$ cat config.mk
export PLATFORM = sky130hd
export DESIGN_NAME = uiec_in_ep_cfg
export DESIGN_NICKNAME = d
export VERILOG_FILES = /design/src/rtl/uiec_pkg.sv /design/src/rtl/uiec_in_ep_cfg.sv
export SDC_FILE = /design/constraint.sdc
export NUM_CORES = 1
export LEC_CHECK = 0
export ABC_AREA = 1
export BUFFER_PORTS_ARGS = -buffer_cell sky130_fd_sc_hd__buf_2
export CORE_ASPECT_RATIO = 0.75
export CORE_MARGIN = 3
export CORE_UTILIZATION = 40
export DETAILED_ROUTE_END_ITERATION = 12
export PLACE_DENSITY_LB_ADDON = 0.08
export SLEW_MARGIN = 20
export SYNTH_ARGS = -nofsm -noshare
export SYNTH_HDL_FRONTEND = slang
export SYNTH_SLANG_ARGS = --single-unit
export TNS_END_PERCENT = 30
$ cat constraint.sdc
create_clock -name hclk -period 5.4 [get_ports hclk]
set_input_delay 0.27 -clock hclk [delete_from_list [all_inputs] [get_ports hclk]]
set_output_delay 0.27 -clock hclk [all_outputs]
set_load 0.05 [all_outputs]
$ cat src/rtl/uiec_pkg.sv
// Constants for the USB IN endpoint configuration block.
// Assumes a single 32-bit AHB-Lite register bus on hclk.
package uiec_pkg;

    //////////////////////////////////////////////////////////////////////
    // Register indices; the byte address is four times the index
    localparam logic [15:0] UIEC_IDX_REQ_TYPE   = 16'hFF28;
    localparam logic [15:0] UIEC_IDX_REQ_CODE   = 16'hFF29;
    localparam logic [15:0] UIEC_IDX_PARAM_LO   = 16'hFF2A;
    localparam logic [15:0] UIEC_IDX_PARAM_HI   = 16'hFF2B;
    localparam logic [15:0] UIEC_IDX_TARGET_LO  = 16'hFF2C;
    localparam logic [15:0] UIEC_IDX_TARGET_HI  = 16'hFF2D;
    localparam logic [15:0] UIEC_IDX_LEN_LO     = 16'hFF2E;
    localparam logic [15:0] UIEC_IDX_LEN_HI     = 16'hFF2F;
    localparam logic [15:0] UIEC_IDX_CFG        = 16'hFF30;
    localparam logic [15:0] UIEC_IDX_STS        = 16'hFF31;
    localparam logic [15:0] UIEC_IDX_MSK        = 16'hFF32;
    localparam int          UIEC_IDX_LSB        = 2;
    localparam int          UIEC_IDX_MSB        = 17;

    //////////////////////////////////////////////////////////////////////
    // Register select codes
    localparam logic [3:0]  UIEC_SEL_CFG        = 4'h8;
    localparam logic [3:0]  UIEC_SEL_STS        = 4'h9;
    localparam logic [3:0]  UIEC_SEL_MSK        = 4'hA;
    localparam logic [3:0]  UIEC_SEL_NONE       = 4'hF;

    //////////////////////////////////////////////////////////////////////
    // Configuration byte fields
    localparam int          UIEC_CFG_ON         = 7;
    localparam int          UIEC_CFG_ISO        = 6;
    localparam int          UIEC_CFG_TOGGLE     = 5;
    localparam int          UIEC_CFG_OVF        = 5;
    localparam int          UIEC_CFG_DUAL       = 4;
    localparam int          UIEC_CFG_STALL      = 3;
    localparam int          UIEC_CFG_IRQ_ON     = 2;
    localparam int          UIEC_CFG_BPS_MSB    = 4;
    localparam logic [7:0]  UIEC_CFG_RST        = 8'h00;
    localparam logic [7:0]  UIEC_SETUP_RST      = 8'h00;
    localparam logic [2:0]  UIEC_SETUP_LAST     = 3'h7;
    localparam int          UIEC_UNIT_SHIFT     = 3;

    //////////////////////////////////////////////////////////////////////
    // Interrupt status and mask layout
    localparam int          UIEC_STS_SETUP      = 0;
    localparam int          UIEC_STS_IN         = 1;
    localparam int          UIEC_STS_OVF        = 2;
    localparam logic [2:0]  UIEC_STS_RST        = 3'h0;
    localparam logic [2:0]  UIEC_MSK_RST        = 3'h0;

    typedef enum logic [1:0] {
        UIEC_RESP_NONE,
        UIEC_RESP_DATA,
        UIEC_RESP_STALL
    } uiec_resp_t;

endpackage

$ cat src/rtl/uiec_in_ep_cfg.sv
// USB IN endpoint configuration byte, setup packet buffer and interrupts.
// Assumes SIE and buffer manager strobes are synchronous to hclk.
//
// The AHB-Lite register port was chosen for this implementation.
`timescale 1ns/1ps

module uiec_in_ep_cfg
(
    input  wire logic                hclk,
    input  wire logic                hresetn,
    input  wire logic                hsel,
    input  wire logic [31:0]         haddr,
    input  wire logic [1:0]          htrans,
    input  wire logic                hwrite,
    input  wire logic [2:0]          hsize,
    input  wire logic [31:0]         hwdata,
    input  wire logic                hready,
    output logic                     hreadyout,
    output logic [31:0]              hrdata,
    output logic                     hresp,
    input  wire logic                setup_byte_valid,
    input  wire logic [2:0]          setup_byte_idx,
    input  wire logic [7:0]          setup_byte_data,
    input  wire logic                in_token,
    input  wire logic                in_ack,
    input  wire logic                iso_overrun,
    input  wire logic [6:0]          x_buffer_count,
    input  wire logic [7:0]          packet_buffer_length,
    output logic                     resp_valid,
    output uiec_pkg::uiec_resp_t     resp_kind,
    output logic                     data_pid_one,
    output logic                     y_buffer_sel,
    output logic                     stall_active,
    output logic                     in_endpoint_on,
    output logic [5:0]               sample_size_bytes,
    output logic [12:0]              iso_byte_count,
    output logic [10:0]              buffer_bytes,
    output logic                     irq
);
    import uiec_pkg::*;

    //////////////////////////////////////////////////////////////////////
    // State
    logic [7:0]     setup_ff [8];
    logic [7:0]     cfg_ff;
    logic [7:0]     nxt_cfg;
    logic [2:0]     sts_ff;
    logic [2:0]     nxt_sts;
    logic [2:0]     msk_ff;
    logic           wr_pend_ff;
    logic [3:0]     wsel_ff;
    logic           hreadyout_ff;
    logic [31:0]    hrdata_ff;
    logic           hresp_ff;
    logic           resp_valid_ff;
    uiec_resp_t     resp_kind_ff;
    logic           pid_one_ff;
    logic           y_sel_ff;
    logic           stall_ff;
    logic           on_ff;
    logic [5:0]     sample_ff;
    logic [12:0]    iso_cnt_ff;
    logic [10:0]    buf_bytes_ff;
    logic           irq_ff;

    logic           addr_ok;
    logic           wr_cfg;
    logic           wr_sts;
    logic           wr_msk;
    logic [7:0]     wdat;
    logic           is_iso;
    logic           in_ok;
    logic           ovf_set;
    logic           in_irq_req;
    logic           setup_done;
    logic [2:0]     set_vec;
    logic [5:0]     bps_plus1;
    logic [12:0]    iso_cnt_calc;

    //////////////////////////////////////////////////////////////////////
    // Address decode and read mux
    function automatic logic [3:0] reg_sel(input logic [31:0] a);
        logic [15:0] idx;
        idx = a[UIEC_IDX_MSB:UIEC_IDX_LSB];
        reg_sel = UIEC_SEL_NONE;
        if (a[31:UIEC_IDX_MSB+1] == 14'h0000 && a[1:0] == 2'b00)
        begin
            if (idx[15:3] == UIEC_IDX_REQ_TYPE[15:3])
                reg_sel = {1'b0, idx[2:0]};
            else if (idx == UIEC_IDX_CFG)
                reg_sel = UIEC_SEL_CFG;
            else if (idx == UIEC_IDX_STS)
                reg_sel = UIEC_SEL_STS;
            else if (idx == UIEC_IDX_MSK)
                reg_sel = UIEC_SEL_MSK;
        end
    endfunction

    function automatic logic [31:0] rd_val(input logic [3:0] sel);
        rd_val = 32'h0000_0000;
        if (sel[3] == 1'b0)
            rd_val = {24'h00_0000, setup_ff[sel[2:0]]};
        else if (sel == UIEC_SEL_CFG)
            rd_val = {24'h00_0000, cfg_ff};
        else if (sel == UIEC_SEL_STS)
            rd_val = {29'h0000_0000, sts_ff};
        else if (sel == UIEC_SEL_MSK)
            rd_val = {29'h0000_0000, msk_ff};
    endfunction

    //////////////////////////////////////////////////////////////////////
    // AHB-Lite slave: zero wait states, always OKAY
    assign addr_ok = hsel & hready & htrans[1];
    assign wdat    = hwdata[7:0];
    assign wr_cfg  = wr_pend_ff & (wsel_ff == UIEC_SEL_CFG);
    assign wr_sts  = wr_pend_ff & (wsel_ff == UIEC_SEL_STS);
    assign wr_msk  = wr_pend_ff & (wsel_ff == UIEC_SEL_MSK);

    always_ff @(posedge hclk or negedge hresetn)
    begin
        if (!hresetn)
        begin
            wr_pend_ff   <= 1'b0;
            wsel_ff      <= UIEC_SEL_NONE;
            hreadyout_ff <= 1'b1;
            hrdata_ff    <= 32'h0000_0000;
            hresp_ff     <= 1'b0;
        end
        else
        begin
            wr_pend_ff   <= addr_ok & hwrite;
            wsel_ff      <= reg_sel(haddr);
            hreadyout_ff <= 1'b1;
            hresp_ff     <= 1'b0;
            if (addr_ok & ~hwrite)
                hrdata_ff <= rd_val(reg_sel(haddr));
        end
    end

    //////////////////////////////////////////////////////////////////////
    // Endpoint events
    assign is_iso  = cfg_ff[UIEC_CFG_ISO];
    // Only an acknowledged data packet on a live non-iso endpoint counts
    assign in_ok   = in_ack & cfg_ff[UIEC_CFG_ON] & ~is_iso
                   & ~cfg_ff[UIEC_CFG_STALL];
    assign ovf_set = iso_overrun & is_iso;
    // Iso endpoints pass the request ungated
    assign in_irq_req = in_ack & cfg_ff[UIEC_CFG_ON]
                      & (is_iso | (~cfg_ff[UIEC_CFG_STALL]
                      & cfg_ff[UIEC_CFG_IRQ_ON]));
    assign setup_done = setup_byte_valid
                      & (setup_byte_idx == UIEC_SETUP_LAST);

    //////////////////////////////////////////////////////////////////////
    // Configuration byte
    always_comb
    begin
        nxt_cfg = cfg_ff;
        if (wr_cfg)
            nxt_cfg = wdat;
        if (in_ok)
            nxt_cfg[UIEC_CFG_TOGGLE] = ~nxt_cfg[UIEC_CFG_TOGGLE];
        if (ovf_set)
            nxt_cfg[UIEC_CFG_OVF] = 1'b1;
    end

    always_ff @(posedge hclk or negedge hresetn)
    begin
        if (!hresetn)
            cfg_ff <= UIEC_CFG_RST;
        else
            cfg_ff <= nxt_cfg;
    end

    //////////////////////////////////////////////////////////////////////
    // Setup packet buffer; host bytes win over a software write
    genvar gi;
    generate
        for (gi = 0; gi < 8; gi++)
        begin : g_setup
            always_ff @(posedge hclk or negedge hresetn)
            begin
                if (!hresetn)
                    setup_ff[gi] <= UIEC_SETUP_RST;
                else if (setup_byte_valid
                         && setup_byte_idx == 3'(gi))
                    setup_ff[gi] <= setup_byte_data;
                else if (wr_pend_ff && wsel_ff == 4'(gi))
                    setup_ff[gi] <= wdat;
            end
        end
    endgenerate

    //////////////////////////////////////////////////////////////////////
    // Token response and buffer selection
    always_ff @(posedge hclk or negedge hresetn)
    begin
        if (!hresetn)
        begin
            resp_valid_ff <= 1'b0;
            resp_kind_ff  <= UIEC_RESP_NONE;
        end
        else
        begin
            resp_valid_ff <= in_token & cfg_ff[UIEC_CFG_ON];
            if (!(in_token & cfg_ff[UIEC_CFG_ON]))
                resp_kind_ff <= UIEC_RESP_NONE;
            else if (cfg_ff[UIEC_CFG_STALL] & ~is_iso)
                resp_kind_ff <= UIEC_RESP_STALL;
            else
                resp_kind_ff <= UIEC_RESP_DATA;
        end
    end

    always_ff @(posedge hclk or negedge hresetn)
    begin
        if (!hresetn)
        begin
            pid_one_ff <= 1'b0;
            stall_ff   <= 1'b0;
            on_ff      <= 1'b0;
        end
        else
        begin
            pid_one_ff <= cfg_ff[UIEC_CFG_TOGGLE] & ~is_iso;
            stall_ff   <= cfg_ff[UIEC_CFG_STALL] & ~is_iso;
            on_ff      <= cfg_ff[UIEC_CFG_ON];
        end
    end

    always_ff @(posedge hclk or negedge hresetn)
    begin
        if (!hresetn)
            y_sel_ff <= 1'b0;
        else if (is_iso | ~cfg_ff[UIEC_CFG_DUAL])
            y_sel_ff <= 1'b0;
        else if (in_ok)
            y_sel_ff <= ~y_sel_ff;
    end

    //////////////////////////////////////////////////////////////////////
    // Sizes; overflow flag takes no part here
    assign bps_plus1 = {1'b0, cfg_ff[UIEC_CFG_BPS_MSB:0]} + 6'h01;
    assign iso_cnt_calc = 13'(x_buffer_count) * 13'(bps_plus1);

    always_ff @(posedge hclk or negedge hresetn)
    begin
        if (!hresetn)
        begin
            sample_ff    <= 6'h00;
            iso_cnt_ff   <= 13'h0000;
            buf_bytes_ff <= 11'h000;
        end
        else
        begin
            sample_ff    <= is_iso ? bps_plus1 : 6'h00;
            iso_cnt_ff   <= is_iso ? iso_cnt_calc
                                   : 13'(x_buffer_count);
            buf_bytes_ff <= {packet_buffer_length,
                             UIEC_UNIT_SHIFT'(0)};
        end
    end

    //////////////////////////////////////////////////////////////////////
    // Interrupts: sticky status, write one to clear, set wins
    always_comb
    begin
        set_vec = 3'h0;
        set_vec[UIEC_STS_SETUP] = setup_done;
        set_vec[UIEC_STS_IN]    = in_irq_req;
        set_vec[UIEC_STS_OVF]   = ovf_set;
        nxt_sts = sts_ff;
        if (wr_sts)
            nxt_sts = sts_ff & ~wdat[2:0];
        nxt_sts = nxt_sts | set_vec;
    end

    always_ff @(posedge hclk or negedge hresetn)
    begin
        if (!hresetn)
        begin
            sts_ff <= UIEC_STS_RST;
            msk_ff <= UIEC_MSK_RST;
            irq_ff <= 1'b0;
        end
        else
        begin
            sts_ff <= nxt_sts;
            if (wr_msk)
                msk_ff <= wdat[2:0];
            irq_ff <= |(sts_ff & msk_ff);
        end
    end

    //////////////////////////////////////////////////////////////////////
    // Outputs
    assign hreadyout         = hreadyout_ff;
    assign hrdata            = hrdata_ff;
    assign hresp             = hresp_ff;
    assign resp_valid        = resp_valid_ff;
    assign resp_kind         = resp_kind_ff;
    assign data_pid_one      = pid_one_ff;
    assign y_buffer_sel      = y_sel_ff;
    assign stall_active      = stall_ff;
    assign in_endpoint_on    = on_ff;
    assign sample_size_bytes = sample_ff;
    assign iso_byte_count    = iso_cnt_ff;
    assign buffer_bytes      = buf_bytes_ff;
    assign irq               = irq_ff;
endmodule

Word-level counts from Yosys, hierarchy flattened
Index checks and enable logic that the tools add are counted.

Output and inout bits: 72. Input bits: 104. Bits in registers: 150. Word-level logic and storage cells: 152.

Equality and inequality tests: 24. Magnitude comparators: 1. Multiplexer cells: 39. Reduce and logical (&&, ||, !) cells: 31. $add $sub $neg: 1. $mul: 1. Bitwise operators: 30.

Operators by type and width (number): $mux 8 (20); $eq 16x16->1 const B (3); $bmux 8 s3 (1); $eq 4x4->1 const B (6); $mux 4 (5); $reduce_bool 2->1 (9); $and 1x1->1 (17); $logic_and 1x1->1 (17); $eq 4x3->1 const B (4); $logic_not 14->1 (1); $eq 13x13->1 const B (1); $mul 7x6->13 (1); $mux 13 (1); $eq 3x3->1 const B (4); $mux 3 (4); $mux 6 (2); $eq 4x2->1 const B (2); $add 5x1->6 const B (1); $and 3x3->3 (2); $eq 3x2->1 const B (2); $not 1->1 (6); $eq 4x1->1 const B (1); $ge 4x4->1 const B (1); $logic_not 4->1 (1); other kinds (10) (15).

Longest topological paths before layout
Gate-level depths: netlist of run 1.

Depth in word-level cells: 12. Depth in mapped cells: 23. Mapped depth without buffers: 23.

Least setup slack after synthesis of run 1
No wires, ideal clock.

Path kind: flip-flop to flip-flop. From: register cfg_ff[0]. To: register iso_cnt_ff[11], in the netlist iso_byte_count[11]. Period minus slack after synthesis: 4.129 ns. Library setup time: 0.123 ns. Path slack: 1.271 ns. Buffers on the path: 1. Cell stages (with the launch flop): 21. Arrival: 4.006 ns. Data required time: 5.277 ns. Cell sequence: dfrtp_1 > clkbuf_1 > nand4_1 > nor2_1 > inv_1 > nor2_1 > fa_1 > fa_1 > inv_1 > fa_1 > inv_1 > ha_1 > a21oi_1 > nand2_1 > nand2_1 > nand2_1 > a21oi_1 > o21ai_0 > a21o_1 > o21ai_0 > a21oi_1.

Word-level cells in the longest chain between the ends: 3.

RTL lines: start: declaration (RTL line uiec_in_ep_cfg.sv:45) `logic [7:0] cfg_ff;`; start signal: assignment (RTL line uiec_in_ep_cfg.sv:172) `cfg_ff <= nxt_cfg;`; $add 5x1->6 (RTL line uiec_in_ep_cfg.sv:243) `assign bps_plus1 = {1'b0, cfg_ff[UIEC_CFG_BPS_MSB:0]} + 6'h01;`; $mul 7x6->13 (RTL line uiec_in_ep_cfg.sv:244) `assign iso_cnt_calc = 13'(x_buffer_count) * 13'(bps_plus1);`; $mux 13 (RTL line uiec_in_ep_cfg.sv:257) `iso_cnt_ff <= is_iso ? iso_cnt_calc`; end signal: assignment (RTL line uiec_in_ep_cfg.sv:257); end: declaration (RTL line uiec_in_ep_cfg.sv:62) `logic [12:0] iso_cnt_ff;`.

No other way between the ends. A chain may end at the register's enable or synchronous reset.

Worst setup path in the final report of run 1
From: register cfg_ff[0]. To: register iso_cnt_ff[10], in the netlist iso_byte_count[10].

The elaborated chain is that of the path after synthesis.

==> flow_metrics.py, run 1 <==
metrics = {
    "finish": {
        "post-route-util_pct": 48.0,
        "drive_above_1_share_pct": 15.7,
        "final_nets": 1335,
        "multi_input_area_um2": 4090,
        "antenna_cells": 0,
        "seq_area_um2": 3160,
        "final_cells": 1454,
        "design_area_um2": 9440,
        "fillers": 1997,
        "synthToLayoutAreaGrowth_pct": 16.4,
    },
    "cts": {
        "h-tree-depth": 4,
        "clk_path_buf_depth": 2,
        "post_cts_buffers": 0,
        "cts_tree": "done",
        "cts-root-buf": "clkbuf_16",
        "cts_num_sinks": 126,
        "cts_buffers": 17,
        "clk_latency_ps": 420,
        "cts.clk_slew.worst_paths_ps": 60,
    },
    "global_route": {
        "grt_pass1_vias": 6967,
        "gr-total-overflow": 0,
        "grt_pass1_wl_um": 36500,
        "grt_use_total_pct": 21.0,
        "grt_max_degree": 73,
        "grt_antenna_before_repair": 0,
    },
    "detailed_routing": {
        "wirelength_um": 22300,
        "first_pass_iters": 5,
        "vias": 7275,
        "drc_errors": 0,
        "post_drt_wl_per_cell_um": 15.3,
        "detail_route.vias_per_cell": 5.00,
        "first_iter_violations": 433,
        "drtAntennaViolNets": 0,
    },
    "placed_design": {
        "hpwl_um": 16700,
        "io_buffers": 118,
        "place_congestion": 0.865,
        "place_area_um2": 8740,
        "numPlacedInstances": 1413,
    },
    "sta": {
        "hold_viol_final": 0,
        "fin_crit_ps": 4640,
        "finalSetupViolations": 0,
        "fmax_ghz": 0.216,
        "period_share_pct": 85.9,
        "maxSlewHeadroom_pct": 37.9,
        "worst_slew_pin_slew_ps": 932,
        "final.setup.tns_ps": 0,
        "skew_ps": 11.1,
        "maxSlewViolCount": 0,
        "rsz0062_at_grt": "false",
    },
    "floorplanning": {
        "rows": 44,
        "io_pins": 176,
        "die_w_um": 170,
        "dieArea_um2": 22000,
        "die_h_um": 129,
        "core-area_um2": 19700,
        "start_util_pct": 41.3,
    },
    "critical_path": {
        "startpoint": "cfg_ff[0]",
        "end_kind": "flip-flop",
        "r2r_slack_ps": 760,
        "cp.arrival_ps": 5000,
        "cp_max_fo": 11,
        "r2r_cells": 20,
        "reg2reg_from": "cfg_ff[0]",
        "crit_required_ps": 5760,
        "critical_path_class": "reg -> reg",
        "start_kind": "flip-flop",
        "timing.rr.end": "iso_byte_count[10]",
    },
    "pwr": {
        "powerDensity_nw_per_um2": 309,
        "p_leak_nw": 4.98,
        "finalPower_w": 0.00292,
        "ir_drop_mv": 0.207,
    },
    "synthesis": {
        "synth-seq-area-share_pct": 38.9,
        "synth_top_area_cell": "dfrtp_1",
        "synth_area_um2": 8110,
        "ys.flop_type": "dfrtp_1",
        "synth_cell_types": 40,
        "synth_most_common_cell": "nand2_1",
        "syn_inst": 1081,
        "ys_ff_latch": 126,
        "synth_top_cell_area_share_pct": 37.6,
        "synth_commonest_cells": "255 x nand2_1, 141 x inv_1, 122 x dfrtp_1",
        "synth_edf_count": 0,
        "syn_area_per_cell_um2": 7.51,
        "yosys_warnings": 0,
        "ys_async_sr_fraction_pct": 100,
        "ys_top_cells_by_area": "dfrtp_1 38%, nand2_1 12%, inv_1 6.5%",
    },
    "min_path": {
        "whs_path_depth": 3,
        "hold_class": "in -> reg",
        "hold_path.startpoint": "hwrite",
        "hold_end": "wr_pend_ff",
    },
    "run_status": {
        "status": "finished clean",
    },
    "job": {
        "drv_cap": 0,
    },
}
[area by class of cell]
class                           instances  area share (%)
Clock inverter                         15            1.97
Timing Repair Buffer                  129            7.43
Multi-Input combinational cell        765            43.3
Tap cell                              253            3.35
Sequential cell                       126            33.4
Inverter                              149            5.95
Clock buffer                           17            4.51
[cells by family after synthesis]
kind of cell | Yosys count | synth area share (%)
xor gates and xnor gates | 3 | 0.324
and+or+nand+nor | 507 | 27.4
adders and majority gates | 43 | 8.57
buffers and inverters | 217 | 11.9
other | 2 | 0.0926
DFF | 126 | 38.9
AOI/OAI and AO/OA | 183 | 12.7
[worst max-delay path by stage]
stage | to | slack, ps | cells after the start
after floorplan | iso_byte_count[11] | 1270 | 20
final | iso_byte_count[10] | 760 | 20
after global placement | iso_byte_count[10] | 840 | 20
after global routing | iso_byte_count[10] | 320 | 20
after detailed placement | iso_byte_count[10] | 790 | 20
after CTS | iso_byte_count[10] | 780 | 20
[cell usage in the layout (no fill, tap or decap), drive strengths merged, types with 9 or more instances in the layout]
master | synthesis | layout
nand2 | 262 | 262
clkbuf | 24 | 17
nor2 | 124 | 124
buf | 44 | 120
o21ai | 100 | 100
a21oi | 27 | 27
o211ai | 23 | 23
dfrtp | 122 | 122
fa | 21 | 21
nand4 | 11 | 11
nand3 | 100 | 100
dlygate4sd3 | 0 | 9
inv | 148 | 152
a31oi | 28 | 28
conb | 2 | 29
ha | 22 | 22
[power breakdown]
| group | internal [W] | total, W | switching (W) | leakage (nW) |
|---|---|---|---|---|
| logic | 0.000179 | 0.000598 | 0.000419 | 3.22 |
| registers | 0.00107 | 0.00112 | 0.0000523 | 1.48 |
| clock network | 0.000732 | 0.00120 | 0.000467 | 0.287 |
| total | 0.00198 | 0.00292 | 0.000938 | 4.98 |
[layer usage]
| layer | up-vias | wire (um) | global-route usage (%) |
|---|---|---|---|
| met5 | - | 0 | 0 |
| met1 | 3407 | 11400 | 31.4 |
| met3 | 23 | 1270 | 4.21 |
| met2 | 210 | 9410 | 31.9 |
| met4 | 0 | 203 | 4.05 |
| li1 | 3635 | - | - |
[registers in the layout, summed over array words and instances, names as in the netlist, 2 cells and up]
register           count
setup_ff              64
msk_ff                 3
iso_byte_count        13
sts_ff                 3
resp_kind              2
cfg_ff                 8
hrdata                 8
buffer_bytes           8
sample_size_bytes      6
wsel_ff                4
[through the flow]
stage          hold slack [ps]  setup WS [ps]
6_report                  86.7            761
5_1_grt                    112            321
4_1_cts                   68.8            779
3_5_place_dp               273            792
3_3_place_gp               277            836
2_1_floorplan            -25.6           1270
[what timing repair did]
action / 4_1_cts / 5_1_grt
gates resized for setup: 0 / 0
hold buffers: 9 / 0
setup endpoints to repair: 0 / 0
endpoints found under the hold margin: 62 / 0
[worst max-delay path, cell delays in order (launching register included)]
cell     delay (ps)
dfrtp_1         600
ha_1            250
nand2_1          80
o21ai_0         150
nand2_1         180
inv_1           150
nand2_1          80
fa_1            510
fa_1            520
fa_1            560
inv_1            50
ha_1            350
a21oi_1         210
o21a_1          180
o21ai_0         110
nand2_1          80
inv_1            40
o21ai_0         130
nand2_1          80
a21oi_1         120
o21a_1          140
Note: power is estimated with default switching activity, not from simulation.
==> run 2, diff against run 1 <==
- ABC_AREA: 1 -> default
==> flow_metrics.py, run 2 <==
metrics = {
    "global_route": {
        "grt_pass1_wl_um": 35000,
        "gr-total-overflow": 0,
        "grt_antenna_before_repair": 0,
        "grt_use_total_pct": 21.6,
        "grt_max_degree": 66,
        "grt_pass1_vias": 6043,
    },
    "cts": {
        "cts_num_sinks": 126,
        "cts-root-buf": "clkbuf_16",
        "cts.clk_slew.worst_paths_ps": 60,
        "cts_buffers": 17,
        "h-tree-depth": 4,
        "cts-resized-gates": 0,
        "cts_tree": "done",
        "clk_path_buf_depth": 2,
        "clk_latency_ps": 430,
    },
    "critical_path": {
        "reg2reg_from": "cfg_ff[0]",
        "slowest_delay_ps": 620,
        "crit_buf_inv": 3,
        "path_cells": "ha_1, xor2_1, and2_1, fa_1, fa_1, inv_1, fa_1, inv_1, ha_1, nor2_1, nor2_1, a2111oi_0, buf_4, o31ai_1, xor2_1, nor2_1",
        "cp_max_fo": 13,
        "crit_required_ps": 5700,
        "critical_path_class": "reg -> reg",
        "end_kind": "flip-flop",
        "slowest_stage": "dfrtp_1",
        "startpoint": "cfg_ff[0]",
        "crit_cells": 16,
        "timing.rr.end": "iso_byte_count[12]",
        "r2r_cells": 16,
        "cp.arrival_ps": 5220,
        "r2r_slack_ps": 470,
        "crit_family": "adder cells",
        "start_kind": "flip-flop",
        "crit_path_end": "iso_byte_count[12]",
    },
    "synthesis": {
        "syn_area_per_cell_um2": 9.66,
        "ys_ff_latch": 126,
        "yosys_warnings": 0,
        "ys.flop_type": "dfrtp_1",
        "ys_top_cells_by_area": "dfrtp_1 40%, mux2i_1 8.9%, fa_1 5.5%",
        "synth_commonest_cells": "122 x dfrtp_1, 76 x nand2_1, 68 x mux2i_1",
        "syn_inst": 791,
        "synth-seq-area-share_pct": 41.3,
        "synth_top_cell_area_share_pct": 39.9,
        "synth_top_area_cell": "dfrtp_1",
        "synth_most_common_cell": "dfrtp_1",
        "ys_async_sr_fraction_pct": 100,
        "synth_edf_count": 0,
        "synth_area_um2": 7640,
        "synth_cell_types": 63,
    },
    "finish": {
        "drive_above_1_share_pct": 21.3,
        "final_nets": 1044,
        "synthToLayoutAreaGrowth_pct": 18.3,
        "design_area_um2": 9040,
        "fillers": 1768,
        "largest_register_ff_count": 64,
        "top_register": "setup_ff",
        "antenna_cells": 0,
        "final_common_cell": "dfrtp_1",
        "final_cell_mix": "122 x dfrtp_1, 117 x buf_2, 76 x nand2_1",
    },
    "sta": {
        "worst_slew_pin_slew_ps": 1050,
        "hold_viol_final": 0,
        "maxSlewViolCount": 0,
        "maxSlewHeadroom_pct": 29.2,
        "final.setup.tns_ps": 0,
        "rsz0062_at_grt": "false",
        "fin_crit_ps": 4930,
        "fin_ws_ps": 471,
        "period_share_pct": 91.3,
        "finalSetupViolations": 0,
        "skew_ps": 11.6,
        "fmax_ghz": 0.203,
        "fin_hold_ws_ps": 85.9,
    },
    "floorplanning": {
        "die_h_um": 126,
        "start_util_pct": 41.1,
        "die_w_um": 166,
        "rows": 43,
        "core-area_um2": 18600,
        "io_pins": 176,
        "dieArea_um2": 20800,
    },
    "detailed_routing": {
        "wirelength_um": 22300,
        "post_drt_wl_per_cell_um": 19.3,
        "detail_route.vias_per_cell": 5.37,
        "first_pass_iters": 4,
        "drtAntennaViolNets": 0,
        "drc_errors": 0,
        "vias": 6208,
        "first_iter_violations": 442,
    },
    "min_path": {
        "hold_class": "in -> reg",
    },
    "placed_design": {
        "io_buffers": 118,
        "dp_slack_ps": 469,
        "hpwl_um": 16200,
        "place_congestion": 0.902,
        "place_area_um2": 8330,
    },
    "job": {
        "drv_cap": 0,
    },
    "pwr": {
        "powerDensity_nw_per_um2": 343,
        "ir_drop_mv": 0.174,
        "p_leak_nw": 4.32,
        "finalPower_w": 0.00310,
    },
    "run_status": {
        "status": "finished clean",
    },
}
-- run 2: per-stage QoR --
stage                     utilization [%]  instances
after global routing                 48.6       1157
after CTS                            48.5       1157
after global placement               44.7       1116
after floorplan                         -        818
final                                48.6       1157
after detailed placement             44.7       1116
-- run 2: layout make-up --
class,instances,area (um2),share of cell area [%]
multi-input cells,561,3980,44.0
flip-flops and latches,126,3160,34.9
repair buffers,140,781,8.64
clock buffers,19,453,5.01
well taps,247,309,3.42
inverters,51,194,2.15
clock inverters,13,165,1.83
-- run 2: worst register-to-register path, delay by kind of cell (launching register included) --
kind / cells / cell delay, ps
buffers and inverters: 3 / 310
AOI/OAI and AO/OA: 2 / 640
and+or+nand+nor: 4 / 540
xor gates and xnor gates: 2 / 670
DFF: 1 / 620
adders and majority gates: 5 / 2010
-- run 2: metal layers --
| layer | routed length [um] | GRT usage, % | up-vias |
|---|---|---|---|
| met5 | 0 | 0 | - |
| met4 | 350 | 6.41 | 0 |
| met3 | 1830 | 6.65 | 26 |
| met2 | 9250 | 29.9 | 255 |
| met1 | 10800 | 32.5 | 3042 |
| li1 | - | - | 2885 |
-- run 2: worst min path at each step --
stage | startpoint | end | slack [ps] | cells past startpoint
6_report | in_token | resp_valid | 90 | 3
2_1_floorplan | hresetn | buffer_bytes[10] | -30 | 0
3_5_place_dp | packet_buffer_length[7] | buffer_bytes[10] | 380 | 1
5_1_grt | in_token | resp_valid | 90 | 3
3_3_place_gp | packet_buffer_length[7] | buffer_bytes[10] | 380 | 1
4_1_cts | in_token | resp_valid | 70 | 3
-- run 2: logic make-up (layout without fill, tap and decap cells) --
family	Yosys count	count (layout)	share of synthesized area, %
compound gates	164	164	13.6
xor+xnor	11	11	1.26
fa+ha+maj	43	43	9.10
buf+inv	131	223	8.20
flops	126	126	41.3
mux	82	82	11.0
other cells	2	29	0.0983
simple gates	232	232	15.4
-- run 2: timing repair --
item / CTS / global route
hold buffers: 9 / 0
setup buffers: 0 / 0
setup endpoints to repair: 0 / 0
hold endpoints to repair: 70 / 0
-- run 2: where the power goes --
| part | switching, W | leakage (nW) | internal (W) |
|---|---|---|---|
| combinational | 0.000497 | 2.51 | 0.000262 |
| sequential | 0.0000710 | 1.52 | 0.00108 |
| clock | 0.000445 | 0.291 | 0.000750 |
| total | 0.00101 | 4.32 | 0.00209 |
==> run 3, diff against run 2 <==
--- a/config.mk
+++ b/config.mk
@@ -8,5 +8,4 @@
 export BUFFER_PORTS_ARGS = -buffer_cell sky130_fd_sc_hd__buf_2
 export CORE_ASPECT_RATIO = 0.75
-export CORE_MARGIN = 3
 export CORE_UTILIZATION = 40
 export DETAILED_ROUTE_END_ITERATION = 12
==> constraint.sdc (replaced) <==
create_clock -name hclk -period 5.4 [get_ports hclk]
set_input_delay 0.54 -clock hclk [delete_from_list [all_inputs] [get_ports hclk]]
set_output_delay 0.54 -clock hclk [all_outputs]
set_load 0.05 [all_outputs]
==> flow_metrics.py, run 3 (synthesis gave the netlist of run 2 again) <==
metrics = {
    "run_status": {
        "status": "finished clean",
    },
    "global_route": {
        "gr-total-overflow": 0,
        "grt_pass1_wl_um": 34200,
        "grt_max_degree": 52,
        "grt_pass1_vias": 5898,
        "grt_antenna_before_repair": 0,
        "grt_use_total_pct": 23.5,
    },
    "sta": {
        "final.setup.tns_ps": 0,
        "period_share_pct": 91.0,
        "rsz0062_at_grt": "false",
        "maxSlewHeadroom_pct": 30.8,
        "hold_viol_final": 0,
        "fin_crit_ps": 4910,
        "fmax_ghz": 0.203,
        "fin_ws_ps": 486,
        "maxSlewViolCount": 0,
        "finalSetupViolations": 0,
        "worst_slew_pin_slew_ps": 1030,
        "skew_ps": 7.32,
    },
    "critical_path": {
        "crit_buf_inv": 3,
        "end_kind": "flip-flop",
        "start_kind": "flip-flop",
        "slowest_delay_ps": 630,
        "cp_max_fo": 13,
        "critical_path_class": "reg -> reg",
        "path_cells": "ha_1, xor2_1, and2_1, fa_1, fa_1, inv_1, fa_1, inv_1, ha_1, nor2_1, nor2_1, a2111oi_0, buf_4, o31ai_1, xor2_1, nor2_1",
        "crit_family": "adder cells",
        "reg2reg_from": "cfg_ff[0]",
        "slowest_stage": "dfrtp_1",
        "crit_required_ps": 5690,
        "cp.arrival_ps": 5210,
        "startpoint": "cfg_ff[0]",
    },
    "detailed_routing": {
        "first_iter_violations": 415,
        "detail_route.vias_per_cell": 5.30,
        "drtAntennaViolNets": 0,
        "vias": 6091,
        "drc_errors": 0,
        "first_pass_iters": 5,
        "wirelength_um": 21800,
        "post_drt_wl_per_cell_um": 19.0,
    },
    "finish": {
        "synthToLayoutAreaGrowth_pct": 16.9,
        "drive_above_1_share_pct": 21.6,
        "top_register": "setup_ff",
        "antenna_cells": 0,
        "largest_register_ff_count": 64,
        "final_cell_mix": "122 x dfrtp_1, 117 x buf_2, 76 x nand2_1",
        "design_area_um2": 8940,
        "fillers": 1809,
        "final_nets": 1036,
        "final_common_cell": "dfrtp_1",
    },
    "cts": {
        "cts-resized-gates": 0,
        "h-tree-depth": 4,
        "cts-root-buf": "clkbuf_16",
        "clk_path_buf_depth": 2,
        "cts_tree": "done",
        "cts.clk_slew.worst_paths_ps": 60,
        "cts_buffers": 17,
        "ctsHoldBuffers": 0,
        "clk_latency_ps": 420,
        "post_cts_buffers": 0,
        "cts_num_sinks": 126,
    },
    "floorplanning": {
        "die_w_um": 162,
        "start_util_pct": 41.1,
        "rows": 43,
        "core-area_um2": 18600,
        "dieArea_um2": 19700,
        "die_h_um": 122,
        "io_pins": 176,
    },
    "min_path": {
        "hold_class": "in -> async",
    },
    "pwr": {
        "powerDensity_nw_per_um2": 343,
        "p_leak_nw": 4.28,
        "ir_drop_mv": 0.177,
    },
    "placed_design": {
        "place_congestion": 0.876,
        "hpwl_um": 16200,
        "io_buffers": 118,
        "place_area_um2": 8340,
        "dp_slack_ps": 554,
    },
    "job": {
        "drv_cap": 0,
    },
}
==> run 3: cell type report <==
cell class | count | area, um2 | share of cell area (%)
Sequential cell | 126 | 3160 | 35.3
Tap cell | 247 | 309 | 3.46
Clock buffer | 18 | 439 | 4.91
Clock inverter | 14 | 158 | 1.76
Multi-Input combinational cell | 561 | 3980 | 44.5
Timing Repair Buffer | 132 | 698 | 7.81
Inverter | 51 | 194 | 2.17
==> run 3: path summary, 6_finish.rpt <==
path	to	slack, ps	depth (start not counted)
worst min register to register	setup_ff[24]	480	2
worst max register to register	iso_byte_count[12]	490	16
min in group hclk	buffer_bytes[9]	220	1
max in group asynchronous	setup_ff[13]	4340	2
worst max-delay path	iso_byte_count[12]	490	16
worst min-delay path	y_buffer_sel	40	1
==> run 3: where the power goes <==
group / internal (W) / total (W) / switching [W]
combinational: 0.000259 / 0.000757 / 0.000498
sequential: 0.00108 / 0.00115 / 0.0000718
clock: 0.000699 / 0.00116 / 0.000465
total: 0.00203 / 0.00307 / 0.00103
==> run 3: layer usage <==
layer	global-route usage, %	share of wire (%)	up-vias	wire length, um
met2	33.8	41	215	9060
met4	4.48	0.73	0	159
met5	0	0	-	0
met1	35.4	50	2984	10900
li1	-	-	2878	-
met3	6.23	7.8	14	1710
==> run 3: per-stage QoR <==
step / utilization [%] / total power, W / instances / hold slack [ps]
finish: 48.0 / 0.00307 / 1149 / 41.2
global route: 48.0 / 0.00324 / 1149 / 48.8
CTS: 48.0 / 0.00310 / 1149 / 38.9
detailed placement: 44.8 / 0.00192 / 1117 / 472
global placement: 44.7 / 0.00190 / 1117 / 462
floorplan: - / 0.00172 / 818 / 244
